===== src/hw/tsp_pkg.sv =====
// constants and carrier types for the single pulse / capture timer
// assumes a 50 MHz system clock and an AXI4-Lite master with 8-bit addresses
package tsp_pkg;
	// -----------------------------------------------------------------
	// sizes
	// -----------------------------------------------------------------
	localparam int CNT_W   = 10;
	localparam int PER_W   = 3;
	localparam int PER_SH  = 7;
	localparam int CTRL_W  = 16;
	localparam int ADDR_W  = 8;
	localparam int NPIN    = 5;
	localparam int PIN_A   = 0;
	localparam int PIN_B0  = 1;
	localparam int PIN_TRG = 4;
	localparam int FLAG_A  = 0;
	localparam int FLAG_B  = 1;
	localparam int FLAG_P  = 2;

	// -----------------------------------------------------------------
	// register map, byte addresses
	// -----------------------------------------------------------------
	localparam logic [ADDR_W-1:0] OFF_CTRL = 8'h00;
	localparam logic [ADDR_W-1:0] OFF_CMPA = 8'h04;
	localparam logic [ADDR_W-1:0] OFF_CMPB = 8'h08;
	localparam logic [ADDR_W-1:0] OFF_CMPP = 8'h0c;
	localparam logic [ADDR_W-1:0] OFF_CNT  = 8'h10;
	localparam logic [ADDR_W-1:0] OFF_FLAG = 8'h14;

	// -----------------------------------------------------------------
	// encodings
	// -----------------------------------------------------------------
	localparam logic [1:0] MODE_SP   = 2'h2;
	localparam logic [1:0] MODE_CAP  = 2'h1;
	localparam logic [1:0] FUNC_SP   = 2'h3;
	localparam logic [1:0] EDGE_RISE = 2'h0;
	localparam logic [1:0] EDGE_FALL = 2'h1;
	localparam logic [1:0] EDGE_BOTH = 2'h2;
	localparam logic [1:0] EDGE_NONE = 2'h3;
	localparam logic [1:0] RESP_OK   = 2'h0;
	localparam logic [1:0] RESP_ERR  = 2'h2;

	typedef struct packed {
		logic       counter_run;
		logic [1:0] chan_b_pin_sel;
		logic       chan_b_out_polarity;
		logic       chan_a_out_polarity;
		logic       chan_b_out_state;
		logic       chan_a_out_state;
		logic       counter_clear_select;
		logic       chan_b_pin_func_hi;
		logic       chan_b_pin_func_lo;
		logic       chan_a_pin_func_hi;
		logic       chan_a_pin_func_lo;
		logic       chan_b_mode_sel_hi;
		logic       chan_b_mode_sel_lo;
		logic       chan_a_mode_sel_hi;
		logic       chan_a_mode_sel_lo;
	} tsp_ctrl_t;

	localparam tsp_ctrl_t CTRL_RST = 16'h0000;

	typedef struct packed {
		logic [2:0] b;
		logic       a;
	} tsp_pins_t;
endpackage


===== src/hw/tsp_timer.sv =====
// single pulse output and input capture timer with AXI4-Lite registers
// assumes pins are asynchronous to clk; one clock domain, no interrupt logic
//
// Notes on behaviour
// software enters single pulse with modes 10 and pin functions 11
// run bit rising starts counter and raises channel A pulse
// compare B match raises channel B pulse
// trigger pin rising edge sets run bit in single pulse mode
// software clearing run ends both pulses
// compare A match clears run, stops counter, ends both pulses
// A width equals compare A, B width equals A minus B
// compare A and B matches raise flags in single pulse mode
// counter zeroed only on run rise; period and clear select unused
// software enters capture mode with both modes 01
// pin function selects rising, falling, both or no capture
// capture counter starts on run rise, free runs until run falls
// pin edge copies counter into compare A or B and raises flag
// period match zeroes counter and raises period flag
// period value zero lets counter use full range
// pin transitions capture even while pin is driven as output
// capture mode ignores clear, state, polarity bits; drives no output
// channel B captures from one of three selectable pins
// pins are synchronised; each edge gives exactly one event
// channel B pulse drives only the selected channel B pin
`timescale 1ns/1ps
module tsp_timer (
	input  wire logic                      clk,
	input  wire logic                      rst,
	input  wire logic [tsp_pkg::ADDR_W-1:0] s_axi_awaddr,
	input  wire logic                      s_axi_awvalid,
	output logic                           s_axi_awready,
	input  wire logic [31:0]               s_axi_wdata,
	input  wire logic [3:0]                s_axi_wstrb,
	input  wire logic                      s_axi_wvalid,
	output logic                           s_axi_wready,
	output logic [1:0]                     s_axi_bresp,
	output logic                           s_axi_bvalid,
	input  wire logic                      s_axi_bready,
	input  wire logic [tsp_pkg::ADDR_W-1:0] s_axi_araddr,
	input  wire logic                      s_axi_arvalid,
	output logic                           s_axi_arready,
	output logic [31:0]                    s_axi_rdata,
	output logic [1:0]                     s_axi_rresp,
	output logic                           s_axi_rvalid,
	input  wire logic                      s_axi_rready,
	input  wire logic                      ext_trigger_clock_pin,
	input  wire logic                      chan_a_pin_in,
	output logic                           chan_a_pin_out,
	output logic                           chan_a_pin_oe,
	input  wire logic [2:0]                chan_b_pin_in,
	output logic [2:0]                     chan_b_pin_out,
	output logic [2:0]                     chan_b_pin_oe
);
	// -----------------------------------------------------------------
	// state
	// -----------------------------------------------------------------
	tsp_pkg::tsp_ctrl_t           ctrl_reg, ctrl_next;
	logic [tsp_pkg::CNT_W-1:0]    cnt_reg, cnt_next;
	logic [tsp_pkg::CNT_W-1:0]    cmpa_reg, cmpa_next;
	logic [tsp_pkg::CNT_W-1:0]    cmpb_reg, cmpb_next;
	logic [tsp_pkg::PER_W-1:0]    cmpp_reg, cmpp_next;
	logic [2:0]                   flag_reg, flag_next;
	logic                         run_prev_reg, run_prev_next;
	logic [1:0]                   pulse_reg, pulse_next;
	tsp_pkg::tsp_pins_t           pout_reg, pout_next;
	tsp_pkg::tsp_pins_t           poe_reg, poe_next;
	logic [tsp_pkg::NPIN-1:0]     s1_reg, s2_reg, s3_reg;
	logic [tsp_pkg::NPIN-1:0]     lvl_reg, lvl_next;
	logic                         awf_reg, awf_next, wf_reg, wf_next;
	logic [tsp_pkg::ADDR_W-1:0]   awa_reg, awa_next;
	logic [31:0]                  wd_reg, wd_next;
	logic [3:0]                   ws_reg, ws_next;
	logic                         bv_reg, bv_next, rv_reg, rv_next;
	logic [1:0]                   br_reg, br_next, rr_reg, rr_next;
	logic [31:0]                  rd_reg, rd_next;

	logic [tsp_pkg::NPIN-1:0]     rise_v, fall_v;
	logic                         sp, cap, rise, counting, do_wr;
	logic                         hit_a, hit_b;
	logic [tsp_pkg::CNT_W-1:0]    inc, period;
	logic [31:0]                  wmask, wmerge;

	// -----------------------------------------------------------------
	// decoders
	// -----------------------------------------------------------------
	function automatic logic [2:0] b_onehot(input logic [1:0] sel);
		b_onehot = (sel == 2'h3) ? 3'h0 : 3'(3'h1 << sel);
	endfunction

	function automatic logic edge_hit(input logic [1:0] f,
		input logic r, input logic fl);
		edge_hit = (f == tsp_pkg::EDGE_RISE) ? r :
			(f == tsp_pkg::EDGE_FALL) ? fl :
			(f == tsp_pkg::EDGE_BOTH) ? (r | fl) : 1'b0;
	endfunction

	function automatic logic addr_ok(input logic [7:0] a);
		addr_ok = (a == tsp_pkg::OFF_CTRL) || (a == tsp_pkg::OFF_CMPA) ||
			(a == tsp_pkg::OFF_CMPB) || (a == tsp_pkg::OFF_CMPP) ||
			(a == tsp_pkg::OFF_CNT) || (a == tsp_pkg::OFF_FLAG);
	endfunction

	function automatic logic [31:0] rd_word(input logic [7:0] a);
		if (a == tsp_pkg::OFF_CTRL) begin
			rd_word = 32'(ctrl_reg);
		end else if (a == tsp_pkg::OFF_CMPA) begin
			rd_word = 32'(cmpa_reg);
		end else if (a == tsp_pkg::OFF_CMPB) begin
			rd_word = 32'(cmpb_reg);
		end else if (a == tsp_pkg::OFF_CMPP) begin
			rd_word = 32'(cmpp_reg);
		end else if (a == tsp_pkg::OFF_CNT) begin
			rd_word = 32'(cnt_reg);
		end else if (a == tsp_pkg::OFF_FLAG) begin
			rd_word = 32'(flag_reg);
		end else begin
			rd_word = 32'h0000_0000;
		end
	endfunction

	// -----------------------------------------------------------------
	// pin synchronisers
	// -----------------------------------------------------------------
	// a level counts once the 2nd and 3rd stages agree; input is read
	// even while the pin drives, so own output edges also capture
	always_comb begin
		lvl_next = (~(s2_reg ^ s3_reg) & s3_reg) |
			((s2_reg ^ s3_reg) & lvl_reg);
		rise_v = lvl_next & ~lvl_reg;
		fall_v = ~lvl_next & lvl_reg;
	end

	always_ff @(posedge clk or posedge rst) begin
		if (rst) begin
			s1_reg  <= '0;
			s2_reg  <= '0;
			s3_reg  <= '0;
			lvl_reg <= '0;
		end else begin
			s1_reg  <= {ext_trigger_clock_pin, chan_b_pin_in, chan_a_pin_in};
			s2_reg  <= s1_reg;
			s3_reg  <= s2_reg;
			lvl_reg <= lvl_next;
		end
	end

	// -----------------------------------------------------------------
	// bus slave
	// -----------------------------------------------------------------
	assign s_axi_awready = ~awf_reg;
	assign s_axi_wready  = ~wf_reg;
	assign s_axi_bvalid  = bv_reg;
	assign s_axi_bresp   = br_reg;
	assign s_axi_arready = ~rv_reg;
	assign s_axi_rvalid  = rv_reg;
	assign s_axi_rresp   = rr_reg;
	assign s_axi_rdata   = rd_reg;
	assign do_wr = awf_reg & wf_reg & ~bv_reg;

	always_comb begin
		awf_next = awf_reg;
		awa_next = awa_reg;
		wf_next  = wf_reg;
		wd_next  = wd_reg;
		ws_next  = ws_reg;
		bv_next  = bv_reg;
		br_next  = br_reg;
		rv_next  = rv_reg;
		rr_next  = rr_reg;
		rd_next  = rd_reg;
		if (s_axi_awvalid & ~awf_reg) begin
			awf_next = 1'b1;
			awa_next = s_axi_awaddr;
		end
		if (s_axi_wvalid & ~wf_reg) begin
			wf_next = 1'b1;
			wd_next = s_axi_wdata;
			ws_next = s_axi_wstrb;
		end
		if (bv_reg & s_axi_bready) begin
			bv_next = 1'b0;
		end
		if (do_wr) begin
			awf_next = 1'b0;
			wf_next  = 1'b0;
			bv_next  = 1'b1;
			br_next  = addr_ok(awa_reg) ? tsp_pkg::RESP_OK : tsp_pkg::RESP_ERR;
		end
		if (rv_reg & s_axi_rready) begin
			rv_next = 1'b0;
		end
		if (s_axi_arvalid & ~rv_reg) begin
			rv_next = 1'b1;
			rd_next = rd_word(s_axi_araddr);
			rr_next = addr_ok(s_axi_araddr) ? tsp_pkg::RESP_OK :
				tsp_pkg::RESP_ERR;
		end
	end

	always_ff @(posedge clk or posedge rst) begin
		if (rst) begin
			awf_reg <= 1'b0;
			awa_reg <= 8'h00;
			wf_reg  <= 1'b0;
			wd_reg  <= 32'h0000_0000;
			ws_reg  <= 4'h0;
			bv_reg  <= 1'b0;
			br_reg  <= 2'h0;
			rv_reg  <= 1'b0;
			rr_reg  <= 2'h0;
			rd_reg  <= 32'h0000_0000;
		end else begin
			awf_reg <= awf_next;
			awa_reg <= awa_next;
			wf_reg  <= wf_next;
			wd_reg  <= wd_next;
			ws_reg  <= ws_next;
			bv_reg  <= bv_next;
			br_reg  <= br_next;
			rv_reg  <= rv_next;
			rr_reg  <= rr_next;
			rd_reg  <= rd_next;
		end
	end

	// -----------------------------------------------------------------
	// timer core
	// -----------------------------------------------------------------
	always_comb begin
		wmask  = {{8{ws_reg[3]}}, {8{ws_reg[2]}}, {8{ws_reg[1]}},
			{8{ws_reg[0]}}};
		wmerge = (rd_word(awa_reg) & ~wmask) | (wd_reg & wmask);
		sp = {ctrl_reg.chan_a_mode_sel_hi, ctrl_reg.chan_a_mode_sel_lo,
			ctrl_reg.chan_b_mode_sel_hi, ctrl_reg.chan_b_mode_sel_lo,
			ctrl_reg.chan_a_pin_func_hi, ctrl_reg.chan_a_pin_func_lo,
			ctrl_reg.chan_b_pin_func_hi, ctrl_reg.chan_b_pin_func_lo} ==
			{tsp_pkg::MODE_SP, tsp_pkg::MODE_SP, tsp_pkg::FUNC_SP,
			tsp_pkg::FUNC_SP};
		cap = {ctrl_reg.chan_a_mode_sel_hi, ctrl_reg.chan_a_mode_sel_lo,
			ctrl_reg.chan_b_mode_sel_hi, ctrl_reg.chan_b_mode_sel_lo} ==
			{tsp_pkg::MODE_CAP, tsp_pkg::MODE_CAP};
		rise     = ctrl_reg.counter_run & ~run_prev_reg;
		counting = ctrl_reg.counter_run & ~run_prev_reg ? 1'b0 :
			ctrl_reg.counter_run;
		inc      = cnt_reg + 10'h001;
		period   = {cmpp_reg, {tsp_pkg::PER_SH{1'b0}}};
		hit_a = edge_hit({ctrl_reg.chan_a_pin_func_hi,
			ctrl_reg.chan_a_pin_func_lo}, rise_v[tsp_pkg::PIN_A],
			fall_v[tsp_pkg::PIN_A]);
		hit_b = edge_hit({ctrl_reg.chan_b_pin_func_hi,
			ctrl_reg.chan_b_pin_func_lo},
			|(rise_v[3:1] & b_onehot(ctrl_reg.chan_b_pin_sel)),
			|(fall_v[3:1] & b_onehot(ctrl_reg.chan_b_pin_sel)));
		ctrl_next     = ctrl_reg;
		cmpa_next     = cmpa_reg;
		cmpb_next     = cmpb_reg;
		cmpp_next     = cmpp_reg;
		flag_next     = flag_reg;
		cnt_next      = cnt_reg;
		pulse_next    = pulse_reg;
		run_prev_next = ctrl_reg.counter_run;
		if (do_wr) begin
			if (awa_reg == tsp_pkg::OFF_CTRL) begin
				ctrl_next = tsp_pkg::tsp_ctrl_t'(wmerge[15:0]);
			end else if (awa_reg == tsp_pkg::OFF_CMPA) begin
				cmpa_next = wmerge[9:0];
			end else if (awa_reg == tsp_pkg::OFF_CMPB) begin
				cmpb_next = wmerge[9:0];
			end else if (awa_reg == tsp_pkg::OFF_CMPP) begin
				cmpp_next = wmerge[2:0];
			end else if (awa_reg == tsp_pkg::OFF_FLAG) begin
				// write one to clear; hardware sets below win
				flag_next = flag_reg & ~(wd_reg[2:0] & wmask[2:0]);
			end
		end
		if (sp) begin
			if (rise_v[tsp_pkg::PIN_TRG]) begin
				ctrl_next.counter_run = 1'b1;
			end
			if (rise) begin
				cnt_next   = '0;
				pulse_next = 2'b01;
			end else if (counting) begin
				cnt_next = inc;
				if (inc == cmpb_reg) begin
					pulse_next[1] = 1'b1;
					flag_next[tsp_pkg::FLAG_B] = 1'b1;
				end
				// match on the value being entered gives width = value
				if (inc == cmpa_reg) begin
					ctrl_next.counter_run = 1'b0;
					pulse_next = 2'b00;
					flag_next[tsp_pkg::FLAG_A] = 1'b1;
				end
			end else begin
				pulse_next = 2'b00;
			end
		end else begin
			pulse_next = 2'b00;
			if (cap) begin
				if (rise) begin
					cnt_next = '0;
				end else if (counting) begin
					if (cmpp_reg != 3'h0 && cnt_reg == period) begin
						cnt_next = '0;
						flag_next[tsp_pkg::FLAG_P] = 1'b1;
					end else begin
						cnt_next = inc;
					end
				end
				if (hit_a) begin
					cmpa_next = cnt_reg;
					flag_next[tsp_pkg::FLAG_A] = 1'b1;
				end
				if (hit_b) begin
					cmpb_next = cnt_reg;
					flag_next[tsp_pkg::FLAG_B] = 1'b1;
				end
			end
		end
		pout_next.a = pulse_next[0];
		pout_next.b = {3{pulse_next[1]}} &
			b_onehot(ctrl_next.chan_b_pin_sel);
		poe_next.a  = sp;
		poe_next.b  = sp ? b_onehot(ctrl_reg.chan_b_pin_sel) : 3'h0;
	end

	always_ff @(posedge clk or posedge rst) begin
		if (rst) begin
			ctrl_reg     <= tsp_pkg::CTRL_RST;
			cnt_reg      <= '0;
			cmpa_reg     <= '0;
			cmpb_reg     <= '0;
			cmpp_reg     <= '0;
			flag_reg     <= 3'h0;
			run_prev_reg <= 1'b0;
			pulse_reg    <= 2'h0;
			pout_reg     <= '0;
			poe_reg      <= '0;
		end else begin
			ctrl_reg     <= ctrl_next;
			cnt_reg      <= cnt_next;
			cmpa_reg     <= cmpa_next;
			cmpb_reg     <= cmpb_next;
			cmpp_reg     <= cmpp_next;
			flag_reg     <= flag_next;
			run_prev_reg <= run_prev_next;
			pulse_reg    <= pulse_next;
			pout_reg     <= pout_next;
			poe_reg      <= poe_next;
		end
	end

	assign chan_a_pin_out = pout_reg.a;
	assign chan_a_pin_oe  = poe_reg.a;
	assign chan_b_pin_out = pout_reg.b;
	assign chan_b_pin_oe  = poe_reg.b;
endmodule


===== config.mk =====
export PLATFORM = sky130hd
export DESIGN_NAME = tsp_timer
export DESIGN_NICKNAME = d
export VERILOG_FILES = /design/src/hw/tsp_pkg.sv /design/src/hw/tsp_timer.sv
export SDC_FILE = /design/constraint.sdc
export NUM_CORES = 1
export LEC_CHECK = 0
export BUFFER_PORTS_ARGS = -buffer_cell sky130_fd_sc_hd__buf_2
export CAP_MARGIN = 40
export CORE_ASPECT_RATIO = 0.5
export CORE_MARGIN = 2
export CORE_UTILIZATION = 40
export DETAILED_ROUTE_END_ITERATION = 6
export HOLD_SLACK_MARGIN = 0.02
export SKIP_CTS_REPAIR_TIMING = 1
export SYNTH_ARGS = -nofsm -noshare
export SYNTH_HDL_FRONTEND = slang
export SYNTH_SLANG_ARGS = --single-unit

===== constraint.sdc =====
create_clock -name clk -period 5.2 [get_ports clk]
set_input_delay 0.26 -clock clk [delete_from_list [all_inputs] [get_ports clk]]
set_output_delay 0.26 -clock clk [all_outputs]
set_load 0.02 [all_outputs]

Word level (Yosys, flattened, before mapping) --
Cells that the tools add are included.
Word-level totals: register bits after elaboration 149, bits in latches 0, bits in writable memories 0, memory bits (read-only) 0, input port bits 64, output and inout bits 49, logic and storage cells 210, memories 0
Operators by class: $add $sub $neg 1, multiply operators 0, divide/modulo/power cells 0, order comparisons 0, equality and inequality tests 21, shift operators 2, mux-type cells 82, bitwise gates (word level) 37, reduce and logical (&&, ||, !) cells 27
Operator list (number):
- $mux 10 | 28
- $mux 16 | 4
- $mux 3 | 12
- $and 16x16->16 | 2
- $eq 8x4->1 const B | 4
- $eq 8x5->1 const B | 4
- $eq 10x10->1 | 3
- $mux 1 | 29
- $mux 2 | 9
- $eq 8x3->1 const B | 2
- $logic_not 8->1 | 2
- $not 16->16 | 1
- $or 16x16->16 | 1
- $and 3x3->3 | 5
- $and 5x5->5 | 3
- $reduce_bool 2->1 | 6
- $add 10x1->10 const B | 1
- $logic_or 1x1->1 | 10
- $not 5->5 | 2
- $and 1x1->1 | 8
- $eq 2x2->1 const B | 4
- $eq 8x8->1 const B | 1
- $not 1->1 | 8
- $reduce_or 3->1 | 2
- 14 further kinds | 19

Depth between registers and ports, before layout --
depth in word-level cells 16, depth in mapped cells 12

Worst setup path after synthesis --
Ideal clock, no wire load.
kind register to register, from register cnt_reg[1] in the netlist's numbering, to register ctrl_reg (netlist bit run_prev_next), setup time 141 ps, data arrival time 2215 ps, path slack 2844 ps, stages on the path, launching flop included 9, buffers on the path 1, cell sequence dfrtp_1 -> ha_1 -> buf_4 -> nand3_2 -> a311o_1 -> a2111oi_4 -> o221ai_2 -> nor4_4 -> a22oi_1
RTL lines:
- start, declared | line tsp_timer.sv:58 | logic [tsp_pkg::CNT_W-1:0] cnt_reg, cnt_next;
- start signal, assigned | line tsp_timer.sv:342 | cnt_reg <= cnt_next;
- end signal, assigned | line tsp_timer.sv:330 | ctrl_reg <= tsp_pkg::CTRL_RST;
- end signal, assigned | line tsp_timer.sv:341 | ctrl_reg <= ctrl_next;
- end, declared | line tsp_timer.sv:57 | tsp_pkg::tsp_ctrl_t ctrl_reg, ctrl_next;

==> flow_summary.toml <==
[outcome]
status = "finished clean"

[finish]
layout-drive-gt1-share_pct = 22.3
area_growth_pct = 17.1
antenna_cells = 0
num-nets-final = 836

[place]
place_congestion = 0.892
dp_hpwl_mm = 13.2
portBuffers = 76

[floorplanning]
die_area_um2 = 18600
coreArea_um2 = 17200
io_pins = 113
die_w_um = 191
start_util_pct = 40.5
fp.dieH_um = 97.3
rows = 34

[route]
vias = 5578
routed_wl_mm = 18.7
route.detailed.drc = 0
final_antenna_net_count = 0
drtIter0Drc = 433
vias_per_cell = 5.50
drtPass1Iterations = 5
routedWlPerCell_um = 18.5

[power]
p_leak_nw = 3.68
p_total_mw = 3.63
cellPowerDensity_nw_per_um2 = 444
peakVddDrop_mv = 0.215

[job]
maxCapViolCount = 0

[cts]
insertion_delay_ns = 0.42
cts.path.max_buffers = 2
cts_tree = "done"
h-tree-depth = 4
cts_buffers = 17
cts.sinks = 130
root_buffer = "clkbuf_16"
clk_pin_slew_ns = 0.06

[timing]
setup_viol = 0
fmax_ghz = 0.325
slew_viol_final = 0
worst_pin_slew_ns = 0.853
timing.slew.headroom_pct = 43.1
finClkSkew_ns = 0.00742
finalCriticalPeriod_ns = 3.08
timing.setup.tns_ns = 0
rsz0062_at_grt = "false"
hold_viol_final = 0
finalCritPeriodShare_pct = 59.3

[global_routing]
met1_usage_pct = 31.2
grt_pass1_vias = 5456
grt_busiest_layer = "met2"
grt_first_pass_wirelength_mm = 30.3
grt_use_met3_pct = 4.26
grtUsageMet2_pct = 31.6
gr-usage-all-layers_pct = 21.2
grt_max_degree = 55
grt-ovfl-total = 0
antenna_found_initial = 0

[synthesis]
synthAdderAreaFrac_pct = 1.29
synth-simple-area-share_pct = 14.7
synthCells = 705
synthDistinctLibCells = 74
syn_area_um2 = 6970
ys_seq_elements = 130
synth.avg_cell_area_um2 = 9.89
synth-seq-area-share_pct = 46.7
synth_flop_cell = "dfrtp_1"
synth-xor-area-share_pct = 2.89
yosysWarningCount = 0
synth_top_family_by_area = "compound AO/OA/AOI/OAI gates"
synth_mux_area_share_pct = 10.2
synth_compound_area_share_pct = 18.0
synth_edf_count = 0
synth-async-reset-ratio_pct = 100

[worst_setup_path]
start_kind = "flop"
cp.arrival_ns = 3.35
crit_path_max_incr_delay_ns = 0.65
crit_family = "compound AO/OA/AOI/OAI gates"
crit_slowest_cell = "nor4_4"
crit_chain = "ha_1, nand3_2, a311o_1, a2111oi_4, o221ai_2, nor4_4, a22oi_1"
required_ns = 5.47
worstSetupEndpointType = "flop"
crit_type = "flop to flop"
cp_max_fo = 9
r2r_slack_ns = 2.12
cp.buffers_inverters = 0

[hold_path]
hp-class = "input port to flop"
==> cell type report <==
| type | instances | area (um2) |
|---|---|---|
| sequential | 130 | 3250 |
| clock buffer | 18 | 439 |
| fill | 1642 | 9060 |
| tap | 234 | 293 |
| inverter | 27 | 104 |
| timing repair buffer | 90 | 528 |
| clock inverter | 13 | 195 |
| multi-input combinational | 502 | 3350 |
==> Yosys cell counts (all sizes together) (3+ instances only) <==
master,instances,area share [%]
nor3b,6,0.65
nor2,49,2.6
dfrtp,130,47
nand2b,5,0.45
mux2,45,7.3
a22oi,18,1.9
o311a,3,0.43
a21o,9,0.97
nor4b,4,0.50
o31a,3,0.38
inv,26,1.4
buf,30,2.9
clkbuf,33,1.8
o21ai,61,4.4
nand2,73,3.9
nand3,9,0.72
xor2,6,0.75
maj3,4,0.57
nor2b,10,0.90
or2,3,0.27
a31oi,5,0.45
a22o,12,1.5
o211ai,3,0.32
nor3,12,0.86
a211o,3,0.38
o21a,5,0.54
or3,4,0.36
nand4,5,0.45
a21oi,26,1.9
nand3b,4,0.43
o22ai,10,0.90
nor4,6,1.1
a32o,3,0.43
ha,4,0.72
a211oi,8,0.86
mux2i,18,2.6
xnor2,17,2.1
==> where the power goes <==
group	internal [mW]	total, mW	switching [mW]
clock network	0.823	1.30	0.479
registers	1.21	1.51	0.305
logic	0.391	0.816	0.425
==> cells in the final DEF, fill, tap and decap left out, types with 5 or more instances in the layout <==
master         netlist  layout
nand2_1             73      73
nor2b_1             10       9
o22ai_1             10      10
nor2_1              49      49
clkbuf_16            0      17
a21o_1               9       9
a21oi_1             26      26
a211oi_1             8       8
a31oi_1              5       5
xor2_1               6       6
mux2i_1             18      18
inv_6                0       6
nand2b_1             5       5
a22o_1              12      12
nand3_1              8       8
inv_1               25      24
nand4_1              5       5
dfrtp_1            130     130
conb_1               1      18
a22oi_1             18      18
nor3b_1              6       6
mux2_2              45      45
dlygate4sd3_1        0       7
o21a_1               5       5
xnor2_1             17      17
nor3_1              12      12
o21ai_0             59      59
buf_2                8      77
==> metrics by stage <==
step                      std cells  utilization, %  setup WS (ns)  instance area [um2]  hold slack [ns]
after floorplan                 722               -           1.47                 7030            0.291
after global placement          973            43.0           2.22                 7410            0.333
after detailed placement        976            43.3           2.15                 7460            0.285
after CTS                      1007            47.0           2.13                 8100           -0.161
after global routing           1014            47.4           1.93                 8170           0.0314
final                          1014            47.4           2.12                 8170           0.0154
==> worst reg2reg max path: stages (launching register included) <==
cell	delay, ns
dfrtp_1	0.55
ha_1	0.38
nand3_2	0.24
a311o_1	0.43
a2111oi_4	0.32
o221ai_2	0.17
nor4_4	0.65
a22oi_1	0.20
==> final timing paths <==
kind / endpoint / startpoint / depth (start not counted)
max: run_prev_next / cnt_reg[0] / 7
min: s_axi_rvalid / s_axi_rready / 2
max reg2reg: run_prev_next / cnt_reg[0] / 7
min reg2reg: s2_reg[3] / s1_reg[3] / 0
max in group asynchronous: cmpb_reg[2] / rst / 5
min in group asynchronous: s1_reg[2] / rst / 3
==> cell families (layout without fill, tap and decap cells) <==
family / after synthesis / count (layout)
adder cells (fa/ha/maj): 8 / 8
flip-flops: 130 / 130
XOR/XNOR: 23 / 23
multiplexers: 64 / 64
other: 1 / 18
AO/OA/AOI/OAI: 187 / 187
AND/OR/NAND/NOR: 202 / 202
buffers and inverters: 90 / 148
==> layer usage <==
layer  wire length [um]  vias to the layer above  share of wire (%)
met3               1320                       19                7.0
li1                   -                     2623                  -
met5                  0                        -                  0
met4                212                        0                1.1
met1               8810                     2726                 47
met2               8390                      210                 45
Power figures use the tool's default switching activity.
